File: config.mk
export PLATFORM = sky130hd
export DESIGN_NAME = fps_fetch_seq
export DESIGN_NICKNAME = d
export VERILOG_FILES = /design/src/hw/fps_pkg.sv /design/src/hw/fps_delay_cnt.sv /design/src/hw/fps_fetch_seq.sv
export VERILOG_INCLUDE_DIRS = /design/src /design/src/hw
export SDC_FILE = /design/constraint.sdc
export NUM_CORES = 1
export LEC_CHECK = 0
export BUFFER_PORTS_ARGS = -buffer_cell sky130_fd_sc_hd__buf_2
export CAP_MARGIN = 20
export CORE_MARGIN = 10
export CORE_UTILIZATION = 46
export CTS_CLUSTER_DIAMETER = 200
export DETAILED_ROUTE_END_ITERATION = 7
export HOLD_SLACK_MARGIN = 0.12
export MAX_ROUTING_LAYER = met4
export PLACE_DENSITY = 0.76
export SKIP_CTS_REPAIR_TIMING = 1
export SLEW_MARGIN = 20
export SYNTH_ARGS = -nofsm -noshare
export SYNTH_HDL_FRONTEND = slang
export SYNTH_SLANG_ARGS = --single-unit
File: constraint.sdc
create_clock -name pclk -period 2.5 [get_ports pclk]
set_clock_uncertainty 0.1 [all_clocks]
set_input_delay 0.25 -clock pclk [delete_from_list [all_inputs] [get_ports pclk]]
set_output_delay 0.25 -clock pclk [all_outputs]
set_load 0.005 [all_outputs]
File: src/hw/fps_map.svh
// fps_map.svh: offsets, field layout, reset values and timing counts of the fetch sequencer
// assumes: included by bare name from the package and the design modules
`ifndef FPS_MAP_SVH
`define FPS_MAP_SVH
`define FPS_PC_W 10
`define FPS_PCL_W 8
`define FPS_PAGE_W 2
`define FPS_PC_RESET 10'h000
`define FPS_OFF_PCL 12'h000
`define FPS_OFF_CTRL 12'h004
`define FPS_OFF_STAT 12'h008
`define FPS_OFF_PCFULL 12'h00C
`define FPS_WAKE_FAST_CYC 16'h0080
`define FPS_WAKE_SLOW_CYC 16'h0002
`define FPS_WAKE_ON_CYC 16'h0002
`define FPS_SWITCH_CYC 16'h0080
`define FPS_SLOW_INTERNAL_OSCILLATOR_START_NS 500000
`define FPS_CLK_NS 8
`define FPS_CTRL_RUN 0
`define FPS_CTRL_SLOWSEL 1
`define FPS_CTRL_SLOWOFF 2
`define FPS_STAT_BUSY 0
`define FPS_STAT_SLOW 1
`define FPS_STAT_DUMMY 2
`define FPS_STAT_PH_LSB 4
`endif

File: src/hw/fps_pkg.sv
// fps_pkg.sv: types shared by the fetch sequencer modules
// assumes: fps_map.svh holds every number
`include "fps_map.svh"
package fps_pkg;
   typedef enum logic [1:0] {PH_T1, PH_T2, PH_T3, PH_T4} fps_phase_t;
   typedef enum logic [2:0] {
      OP_SEQ, OP_JUMP, OP_CALL, OP_SKIP, OP_RET, OP_HALT
   } fps_op_t;
   typedef enum logic [1:0] {ST_RUN, ST_WAIT, ST_HALT} fps_state_t;
endpackage

File: src/hw/fps_delay_cnt.sv
// fps_delay_cnt.sv: loadable down counter timing wake-up and speed-switch delays
// assumes: single pclk domain; load wins over counting
`timescale 1ns/1ps
`include "fps_map.svh"
module fps_delay_cnt import fps_pkg::*; (
   // clock and reset
   input wire logic pclk,
   input wire logic presetn,
   // control
   input wire logic load,
   input wire logic [31:0] count,
   // status
   output logic busy
);
   logic [31:0] cnt_q;
   always_ff @(posedge pclk or negedge presetn) begin
      if (!presetn) begin
         cnt_q <= 32'h0;
      end else if (load) begin
         cnt_q <= count;
      end else if (cnt_q != 32'h0) begin
         cnt_q <= cnt_q - 32'h1;
      end
   end
   assign busy = (cnt_q != 32'h0);
endmodule

File: src/hw/fps_fetch_seq.sv
// fps_fetch_seq.sv: instruction fetch pipeline and program counter sequencer
// assumes: program memory answers fetch_addr with instr_word in the same T1 slot;
// decode of the fetched word arrives on op_* inputs from core logic on pclk.
// Overview of operation
// RL1 - the clock is split into four phases that make one instruction cycle.
// RL2 - the counter advances at the start of the first phase while the next word is fetched.
// RL3 - fetch of the next word overlaps execution so plain instructions take one cycle.
// RL4 - jumps and calls take two instruction cycles, the second carrying out the branch.
// RL5 - the counter goes up by one after each instruction unless a branch is taken.
// RL6 - jump, call, interrupt and reset load the counter with the target.
// RL7 - a satisfied skip discards the prefetched word and inserts one dummy cycle.
// RL8 - only the low counter byte is visible to software, read and write; the code also reads the whole counter at FPS_OFF_PCFULL.
// RL9 - a write of the low byte jumps within the current 256-word page.
// RL10 - a low-byte write that branches inserts one dummy cycle for the refetch.
// RL11 - wake from clock-off waits 128 fast or 2 slow periods before running.
// RL12 - wake with the clock kept running waits 2 periods of the active clock.
// RL13 - a speed switch that starts the fast oscillator waits 128 of its periods.
// RL14 - wake with the slow oscillator stopped adds its start-up time.
// RL15 - after reset the counter is zero and fetching starts there.
// RL16 - the counter covers the whole 1K program space with upper bits as page index.
`timescale 1ns/1ps
`include "fps_map.svh"
module fps_fetch_seq import fps_pkg::*; #(
   parameter int SLOW_INTERNAL_OSCILLATOR_START_CYC = (`FPS_SLOW_INTERNAL_OSCILLATOR_START_NS + `FPS_CLK_NS - 1) / `FPS_CLK_NS
) (
   // clock and reset
   input wire logic pclk,
   input wire logic presetn,
   // apb slave
   input wire logic psel,
   input wire logic penable,
   input wire logic pwrite,
   input wire logic [11:0] paddr,
   input wire logic [31:0] pwdata,
   output logic [31:0] prdata,
   output logic pready,
   output logic pslverr,
   // program memory
   output logic [`FPS_PC_W-1:0] fetch_addr,
   output logic fetch_req,
   input wire logic [13:0] instr_word,
   // decode and events from core
   input wire logic op_valid,
   input wire fps_op_t op_kind,
   input wire logic [`FPS_PC_W-1:0] op_target,
   input wire logic skip_taken,
   input wire logic irq_take,
   input wire logic [`FPS_PC_W-1:0] irq_vector,
   input wire logic [`FPS_PC_W-1:0] ret_addr,
   input wire logic wake_pin,
   // pipeline outputs
   output logic [1:0] phase,
   output logic [13:0] exec_word,
   output logic exec_valid,
   output logic [`FPS_PC_W-1:0] pc
);
   fps_phase_t ph_q;
   fps_state_t st_q;
   logic [`FPS_PC_W-1:0] pc_q;
   logic [13:0] ir_q;
   logic ir_ok_q;
   logic dummy_q;
   logic branch_pend_q;
   logic [`FPS_PC_W-1:0] branch_tgt_q;
   logic [2:0] ctrl_q;
   logic slow_q;
   logic pcl_wr_pend_q;
   logic [7:0] pcl_wr_q;
   logic [31:0] prdata_q;
   logic wake_s1_q, wake_s2_q;
   logic dly_load;
   logic [31:0] dly_count;
   logic dly_busy;
   logic apb_wr, apb_rd, addr_ok;
   logic t1;

   assign t1 = (ph_q == PH_T1) && (st_q == ST_RUN);

   // phase rotation only while running; clock-stopped states hold the phase at T1
   always_ff @(posedge pclk or negedge presetn) begin
      if (!presetn) begin
         ph_q <= PH_T1;
      end else if (st_q == ST_RUN) begin
         unique case (ph_q) // RL1
            PH_T1: ph_q <= PH_T2;
            PH_T2: ph_q <= PH_T3;
            PH_T3: ph_q <= PH_T4;
            PH_T4: ph_q <= PH_T1;
         endcase
      end else begin
         ph_q <= PH_T1;
      end
   end

   // wake pin comes from outside, two flops first
   always_ff @(posedge pclk or negedge presetn) begin
      if (!presetn) begin
         wake_s1_q <= 1'b0;
         wake_s2_q <= 1'b0;
      end else begin
         wake_s1_q <= wake_pin;
         wake_s2_q <= wake_s1_q;
      end
   end

   // apb decode: zero wait states
   assign addr_ok = (paddr == `FPS_OFF_PCL) || (paddr == `FPS_OFF_CTRL) ||
                    (paddr == `FPS_OFF_STAT) || (paddr == `FPS_OFF_PCFULL);
   assign apb_wr = psel && penable && pwrite;
   assign apb_rd = psel && !pwrite && !penable;
   assign pready = 1'b1;
   assign pslverr = psel && penable && !addr_ok;

   // delay selection for wake and speed switch
   always_comb begin
      dly_load = 1'b0;
      dly_count = 32'h0;
      if (st_q == ST_HALT && wake_s2_q) begin
         dly_load = 1'b1;
         if (!ctrl_q[`FPS_CTRL_RUN]) begin
            if (slow_q) begin
               dly_count = 32'(`FPS_WAKE_SLOW_CYC); // RL11
               if (ctrl_q[`FPS_CTRL_SLOWOFF]) begin
                  dly_count = 32'(`FPS_WAKE_SLOW_CYC) + 32'(SLOW_INTERNAL_OSCILLATOR_START_CYC); // RL14
               end
            end else begin
               dly_count = 32'(`FPS_WAKE_FAST_CYC); // RL11
            end
         end else begin
            dly_count = 32'(`FPS_WAKE_ON_CYC); // RL12
         end
      end else if (apb_wr && paddr == `FPS_OFF_CTRL && st_q == ST_RUN &&
                   pwdata[`FPS_CTRL_SLOWSEL] != slow_q && !pwdata[`FPS_CTRL_SLOWSEL]) begin
         dly_load = 1'b1;
         dly_count = 32'(`FPS_SWITCH_CYC); // RL13
      end
   end

   fps_delay_cnt u_dly (
      .pclk(pclk),
      .presetn(presetn),
      .load(dly_load),
      .count(dly_count),
      .busy(dly_busy)
   );

   // sequencer state
   always_ff @(posedge pclk or negedge presetn) begin
      if (!presetn) begin
         st_q <= ST_RUN;
      end else begin
         unique case (st_q)
            ST_RUN: begin
               if (dly_load) begin
                  st_q <= ST_WAIT;
               end else if (ph_q == PH_T4 && exec_valid && op_valid && op_kind == OP_HALT) begin
                  st_q <= ST_HALT;
               end
            end
            ST_HALT: begin
               if (dly_load) begin
                  st_q <= ST_WAIT;
               end
            end
            ST_WAIT: begin
               if (!dly_busy && !dly_load) begin
                  st_q <= ST_RUN;
               end
            end
            default: st_q <= ST_RUN;
         endcase
      end
   end

   // control register and clock source
   always_ff @(posedge pclk or negedge presetn) begin
      if (!presetn) begin
         ctrl_q <= 3'h0;
         slow_q <= 1'b0;
      end else if (apb_wr && paddr == `FPS_OFF_CTRL) begin
         ctrl_q <= pwdata[2:0];
         slow_q <= pwdata[`FPS_CTRL_SLOWSEL];
      end
   end

   // low-byte write is held until the next T1 so the pipeline sees it at a clean boundary
   always_ff @(posedge pclk or negedge presetn) begin
      if (!presetn) begin
         pcl_wr_pend_q <= 1'b0;
         pcl_wr_q <= 8'h00;
      end else if (apb_wr && paddr == `FPS_OFF_PCL) begin
         pcl_wr_pend_q <= 1'b1;
         pcl_wr_q <= pwdata[7:0];
      end else if (t1) begin
         pcl_wr_pend_q <= 1'b0;
      end
   end

   // program counter, fetch and dummy insertion
   always_ff @(posedge pclk or negedge presetn) begin
      if (!presetn) begin
         pc_q <= `FPS_PC_RESET; // RL15
         ir_q <= 14'h0000;
         ir_ok_q <= 1'b0;
         dummy_q <= 1'b0;
         branch_pend_q <= 1'b0;
         branch_tgt_q <= `FPS_PC_RESET;
      end else begin
         if (ph_q == PH_T4 && st_q == ST_RUN && exec_valid && op_valid &&
             (op_kind == OP_JUMP || op_kind == OP_CALL || op_kind == OP_RET)) begin
            branch_pend_q <= 1'b1; // RL4
            branch_tgt_q <= (op_kind == OP_RET) ? ret_addr : op_target;
         end
         if (t1) begin
            if (irq_take) begin
               pc_q <= irq_vector; // RL6
               ir_ok_q <= 1'b0;
               dummy_q <= 1'b1;
            end else if (branch_pend_q) begin
               pc_q <= branch_tgt_q; // RL6
               branch_pend_q <= 1'b0;
               ir_ok_q <= 1'b0; // RL4
               dummy_q <= 1'b1;
            end else if (pcl_wr_pend_q) begin
               pc_q <= {pc_q[`FPS_PC_W-1:`FPS_PCL_W], pcl_wr_q}; // RL9
               ir_ok_q <= 1'b0; // RL10
               dummy_q <= 1'b1;
            end else if (skip_taken && exec_valid) begin
               pc_q <= pc_q + 10'h001;
               ir_ok_q <= 1'b0; // RL7
               dummy_q <= 1'b1;
            end else begin
               pc_q <= pc_q + 10'h001; // RL2 RL5
               ir_q <= instr_word; // RL3
               ir_ok_q <= 1'b1;
               dummy_q <= 1'b0;
            end
         end
      end
   end

   // a halt makes the remaining prefetch stale only after wake; it is kept
   assign fetch_addr = pc_q; // RL16
   assign fetch_req = t1; // RL2
   assign exec_word = ir_q;
   assign exec_valid = ir_ok_q && (st_q == ST_RUN);
   assign phase = ph_q;
   assign pc = pc_q;

   // read data registered in the setup cycle
   always_ff @(posedge pclk or negedge presetn) begin
      if (!presetn) begin
         prdata_q <= 32'h0;
      end else if (apb_rd) begin
         prdata_q <= 32'h0;
         if (paddr == `FPS_OFF_PCL) begin
            prdata_q <= {24'h0, pc_q[`FPS_PCL_W-1:0]}; // RL8
         end else if (paddr == `FPS_OFF_CTRL) begin
            prdata_q <= {29'h0, ctrl_q};
         end else if (paddr == `FPS_OFF_STAT) begin
            prdata_q <= {26'h0, ph_q, 1'b0, dummy_q, slow_q, st_q != ST_RUN};
         end else if (paddr == `FPS_OFF_PCFULL) begin
            prdata_q <= {22'h0, pc_q};
         end
      end
   end
   assign prdata = prdata_q;

   // assertions
   property p_phase_order;
      @(posedge pclk) disable iff (!presetn)
      (st_q == ST_RUN && ph_q == PH_T1) ##1 (st_q == ST_RUN) |-> ph_q == PH_T2;
   endproperty
   a_phase_order: assert property (p_phase_order) else $error("phase order broken"); // RL1

   property p_pc_inc;
      @(posedge pclk) disable iff (!presetn)
      (t1 && !irq_take && !branch_pend_q && !pcl_wr_pend_q) |=> pc_q == $past(pc_q) + 10'h001;
   endproperty
   a_pc_inc: assert property (p_pc_inc) else $error("pc did not increment"); // RL5

   property p_pc_hold;
      @(posedge pclk) disable iff (!presetn)
      !t1 |=> pc_q == $past(pc_q);
   endproperty
   a_pc_hold: assert property (p_pc_hold) else $error("pc moved outside first phase"); // RL2

   property p_skip_dummy;
      @(posedge pclk) disable iff (!presetn)
      (t1 && skip_taken && exec_valid) |=> dummy_q && !ir_ok_q;
   endproperty
   a_skip_dummy: assert property (p_skip_dummy) else $error("skip without dummy"); // RL7

   property p_page_keep;
      @(posedge pclk) disable iff (!presetn)
      (t1 && pcl_wr_pend_q && !irq_take && !branch_pend_q) |=>
         pc_q[9:8] == $past(pc_q[9:8]) && pc_q[7:0] == $past(pcl_wr_q) && dummy_q;
   endproperty
   a_page_keep: assert property (p_page_keep) else $error("low byte jump left page"); // RL9

   property p_branch_two;
      @(posedge pclk) disable iff (!presetn)
      (t1 && branch_pend_q && !irq_take) |=> pc_q == $past(branch_tgt_q) && !exec_valid;
   endproperty
   a_branch_two: assert property (p_branch_two) else $error("branch not loaded"); // RL4

   property p_wake_fast;
      @(posedge pclk) disable iff (!presetn)
      (st_q == ST_HALT && wake_s2_q && !ctrl_q[0] && !slow_q) |=> (st_q == ST_WAIT) [*8];
   endproperty
   a_wake_fast: assert property (p_wake_fast) else $error("fast wake too short"); // RL11

   property p_wake_on;
      @(posedge pclk) disable iff (!presetn)
      (st_q == ST_HALT && wake_s2_q && ctrl_q[0]) |=> ##3 st_q == ST_RUN;
   endproperty
   a_wake_on: assert property (p_wake_on) else $error("wake with clock on mistimed"); // RL12

   property p_reset_pc;
      @(posedge pclk) $rose(presetn) |-> pc_q == 10'h000;
   endproperty
   a_reset_pc: assert property (p_reset_pc) else $error("pc not zero after reset"); // RL15

   property p_wake_slow;
      @(posedge pclk) disable iff (!presetn)
      (st_q == ST_HALT && wake_s2_q && !ctrl_q[`FPS_CTRL_RUN] && slow_q &&
         !ctrl_q[`FPS_CTRL_SLOWOFF]) |=> (st_q == ST_WAIT) [*3] ##1 st_q == ST_RUN;
   endproperty
   a_wake_slow: assert property (p_wake_slow) else $error("slow wake mistimed"); // RL11

   property p_switch_wait;
      @(posedge pclk) disable iff (!presetn)
      (apb_wr && paddr == `FPS_OFF_CTRL && st_q == ST_RUN && slow_q &&
         !pwdata[`FPS_CTRL_SLOWSEL]) |=> (st_q == ST_WAIT) [*8];
   endproperty
   a_switch_wait: assert property (p_switch_wait) else $error("speed switch too short"); // RL13

   property p_irq_load;
      @(posedge pclk) disable iff (!presetn)
      (t1 && irq_take) |=> pc_q == $past(irq_vector) && dummy_q && !exec_valid;
   endproperty
   a_irq_load: assert property (p_irq_load) else $error("interrupt vector not loaded"); // RL6

   property p_fetch_load;
      @(posedge pclk) disable iff (!presetn)
      (t1 && !irq_take && !branch_pend_q && !pcl_wr_pend_q &&
         !(skip_taken && exec_valid)) |=> ir_q == $past(instr_word) && ir_ok_q;
   endproperty
   a_fetch_load: assert property (p_fetch_load) else $error("fetched word not kept"); // RL3
endmodule

==> metrics.yaml <==
fp.dieW_um: 127
post-route-drc-count: 0
synth_top_flop_cell: "dfrtp_1"
synth_top_family_by_area: "simple AND/OR/NAND/NOR gates"
gp_congestion: 0.922
synth_fa_ha_area_share_pct: 1.42
first_iter_violations: 343
hold_viol: 0
finalCritPeriodShare_pct: 106
core_area_um2: 11300
whs_ns: 0.103
intPower_mw: 2.53
final_cell_count_no_fill: 845
status: "finished, violations left"
place_inst: 803
grt_usage_pct: 17.4
rsz0062_at_grt: "yes"
cts_buffers: 9
total_power_mw: 3.24
ys_types: 59
io-pin-count: 172
synth_warnings: 0
worstMarginPinSlew_ns: 0.747
io_buffers: 124
grt_pass1_wl_um: 22800
clk_path_buf_depth: 2
syn_to_final_growth_pct: 26.8
drive_gt1_share_pct: 32.2
pwr-share-clk_pct: 42.9
cts.sinks: 97
synth_compound_area_share_pct: 14.8
leakage_nw: 2.99
worstHoldPathType: "primary input to flop"
setup.worst_path.end_class: "flop"
ys_seq_elements: 97
synth_xor_area_share_pct: 2.82
startpoint_type: "flop"
synth-edff-count: 0
arrival_ns: 2.83
rows: 39
finalMaxSlewViolations: 0
yosysTopAreaCellShare_pct: 45.9
syn_area_um2: 5290
clk_latency_ns: 0.34
p_sw_share_pct: 21.8
cts_tree: "done"
irDropWorstVdd_mv: 0.264
synth_area_per_cell_um2: 9.76
synthMuxAreaShare_pct: 8.92
grt_max_degree: 60
sequentialPowerShare_pct: 49.6
dpl.hpwl_um: 10600
cap_violations: 0
ant_nets: 0
relSlewSlack_pct: 50.2
switchingPower_mw: 0.706
dr.pass1.iters: 5
initial_core_util_pct: 46.7
num-fill-cells: 931
antenna_found_initial: 0
crit_type: "flop to flop"
diodes: 0
grt_pass1_vias: 4583
async_flop_share_pct: 100
wl_per_cell_um: 17.3
p_comb_share_pct: 7.5
fp.dieH_um: 127
via_per_inst: 5.49
synth_area_leader_cell: "dfrtp_1"
layout.nets: 804
power_density_nw_per_um2: 483
layout_setup_ws_ns: -0.157
cts_htree_levels: 3
ys_seq_area_share_pct: 45.9
yosys.area_share.simple_pct: 18.1
synth_area_leaders: "dfrtp_1 46%, mux2_2 5.3%, o21ai_0 5.1%, buf_4 4.7%, mux2i_1 3.6%"
crit_fanout: 4
vias: 4637
finalSetupViolCount: 3
period_needed_ns: 2.66
cp_data_required_time_ns: 2.67
violations: "setup timing"
syn_inst: 542
max_freq_mhz: 376
wirelength_um: 14600
clock-root-buffer: "clkbuf_16"
clk_pin_slew_ns: 0.07
die-area_um2: 16200
grt-ovfl-total: 0
cells in the mapped netlist, types with 3 or more instances:
cell / instances
nor3_1: 11
nand3_1: 5
inv_1: 10
a211oi_1: 5
and3_1: 4
or4_1: 16
buf_4: 33
a21oi_1: 26
clkbuf_1: 21
nor2b_1: 3
nand4_1: 3
mux2i_1: 19
a22oi_1: 6
or3_1: 14
xor2_1: 3
nor4_1: 12
o21ai_0: 54
nand2b_1: 7
ha_1: 6
xnor2_1: 14
nor2_1: 28
o31a_1: 4
o31ai_1: 10
nand2_1: 49
buf_2: 3
or2_2: 5
dfrtp_1: 97
mux2_2: 25
o21a_1: 6
logic make-up (layout without fill, tap and decap cells):
family	Yosys count	in the layout
buffers and inverters	71	210
flip-flops	97	97
AND/OR/NAND/NOR	176	176
multiplexers	44	44
other	2	23
AO/OA/AOI/OAI	129	129
XOR/XNOR	17	17
adder cells (fa/ha/maj)	6	6
worst paths after layout:
kind / startpoint / end / slack (ns) / cells past startpoint
max: u_dly.cnt_q[9] / u_dly.cnt_q[25] / -0.16 / 5
min: ret_addr[2] / branch_tgt_q[2] / 0.10 / 3
max reg2reg: u_dly.cnt_q[9] / u_dly.cnt_q[25] / -0.16 / 5
min reg2reg: wake_s1_q / wake_s2_q / 0.25 / 0
max in group asynchronous: presetn / u_dly.cnt_q[1] / 1.16 / 3
min in group asynchronous: presetn / branch_tgt_q[9] / 0.43 / 2
worst max-delay path, cell delays in order, from the launching register on:
cell and delay [ns]:
dfrtp_1 0.39, or4_4 0.54, or4_4 0.57, or4_4 0.50, or3_1 0.35, a21oi_2 0.15
flip-flops by register name, summed over array words and instances (netlist names):
register,count
branch_tgt_q,10
wake_s2_q,1
ir_ok_q,1
pcl_wr_q,8
pcl_wr_pend_q,1
fetch_addr,10
wake_s1_q,1
exec_word,14
ctrl_q,3
branch_pend_q,1
prdata,10
dummy_q,1
st_q,2
phase,2
u_dly.cnt_q,32
cell usage in the layout (no fill, tap or decap), types with 11 or more instances in the layout:
cell	Yosys	layout
buf_2	3	123
dfrtp_1	97	97
o21ai_0	54	54
nand2_1	49	49
buf_4	33	32
nor2_1	28	28
dlygate4sd3_1	0	27
mux2_2	25	25
a21oi_1	26	23
conb_1	2	23
mux2i_1	19	19
xnor2_1	14	14
or4_1	16	13
nor4_1	12	12
or3_1	14	12
nor3_1	11	11
metal layers:
layer	track usage (%)	vias to the layer above	routed length, um
met5	-	-	0
met4	4.82	0	193
met3	4.26	20	1020
met2	26.6	185	6940
met1	22.5	2224	6490
li1	-	2208	-
stage by stage:
stage / cell area, um2 / setup TNS, ns / utilization, % / worst slack (ns)
2_1_floorplan: 5370 / -0.0495 / - / -0.0165
3_3_place_gp: 6090 / -0.0289 / 53.8 / -0.0163
3_5_place_dp: 6090 / -0.221 / 53.8 / -0.111
4_1_cts: 6390 / -0.278 / 56.4 / -0.123
5_1_grt: 6700 / -2.41 / 59.2 / -0.201
6_report: 6700 / -0.258 / 59.2 / -0.157
power by group through the flow:
stage               clock network (mW)  logic (mW)  registers (mW)
global route                      1.48       0.272            1.61
CTS                               1.41       0.209            1.61
detailed placement                   0       0.208            1.63
global placement                     0       0.202            1.63
floorplan                            0       0.107            1.63
finish                            1.39       0.244            1.61
area by class of cell:
| cell class | count | area [um2] | share of cell area (%) |
|---|---|---|---|
| tap | 143 | 179 | 2.67 |
| clock inverter | 3 | 40.0 | 0.597 |
| inverter | 10 | 37.5 | 0.560 |
| multi-input combinational | 395 | 2580 | 38.4 |
| timing repair buffer | 185 | 1190 | 17.7 |
| clock buffer | 12 | 256 | 3.83 |
| sequential | 97 | 2430 | 36.2 |
Power figures use the tool's default switching activity.
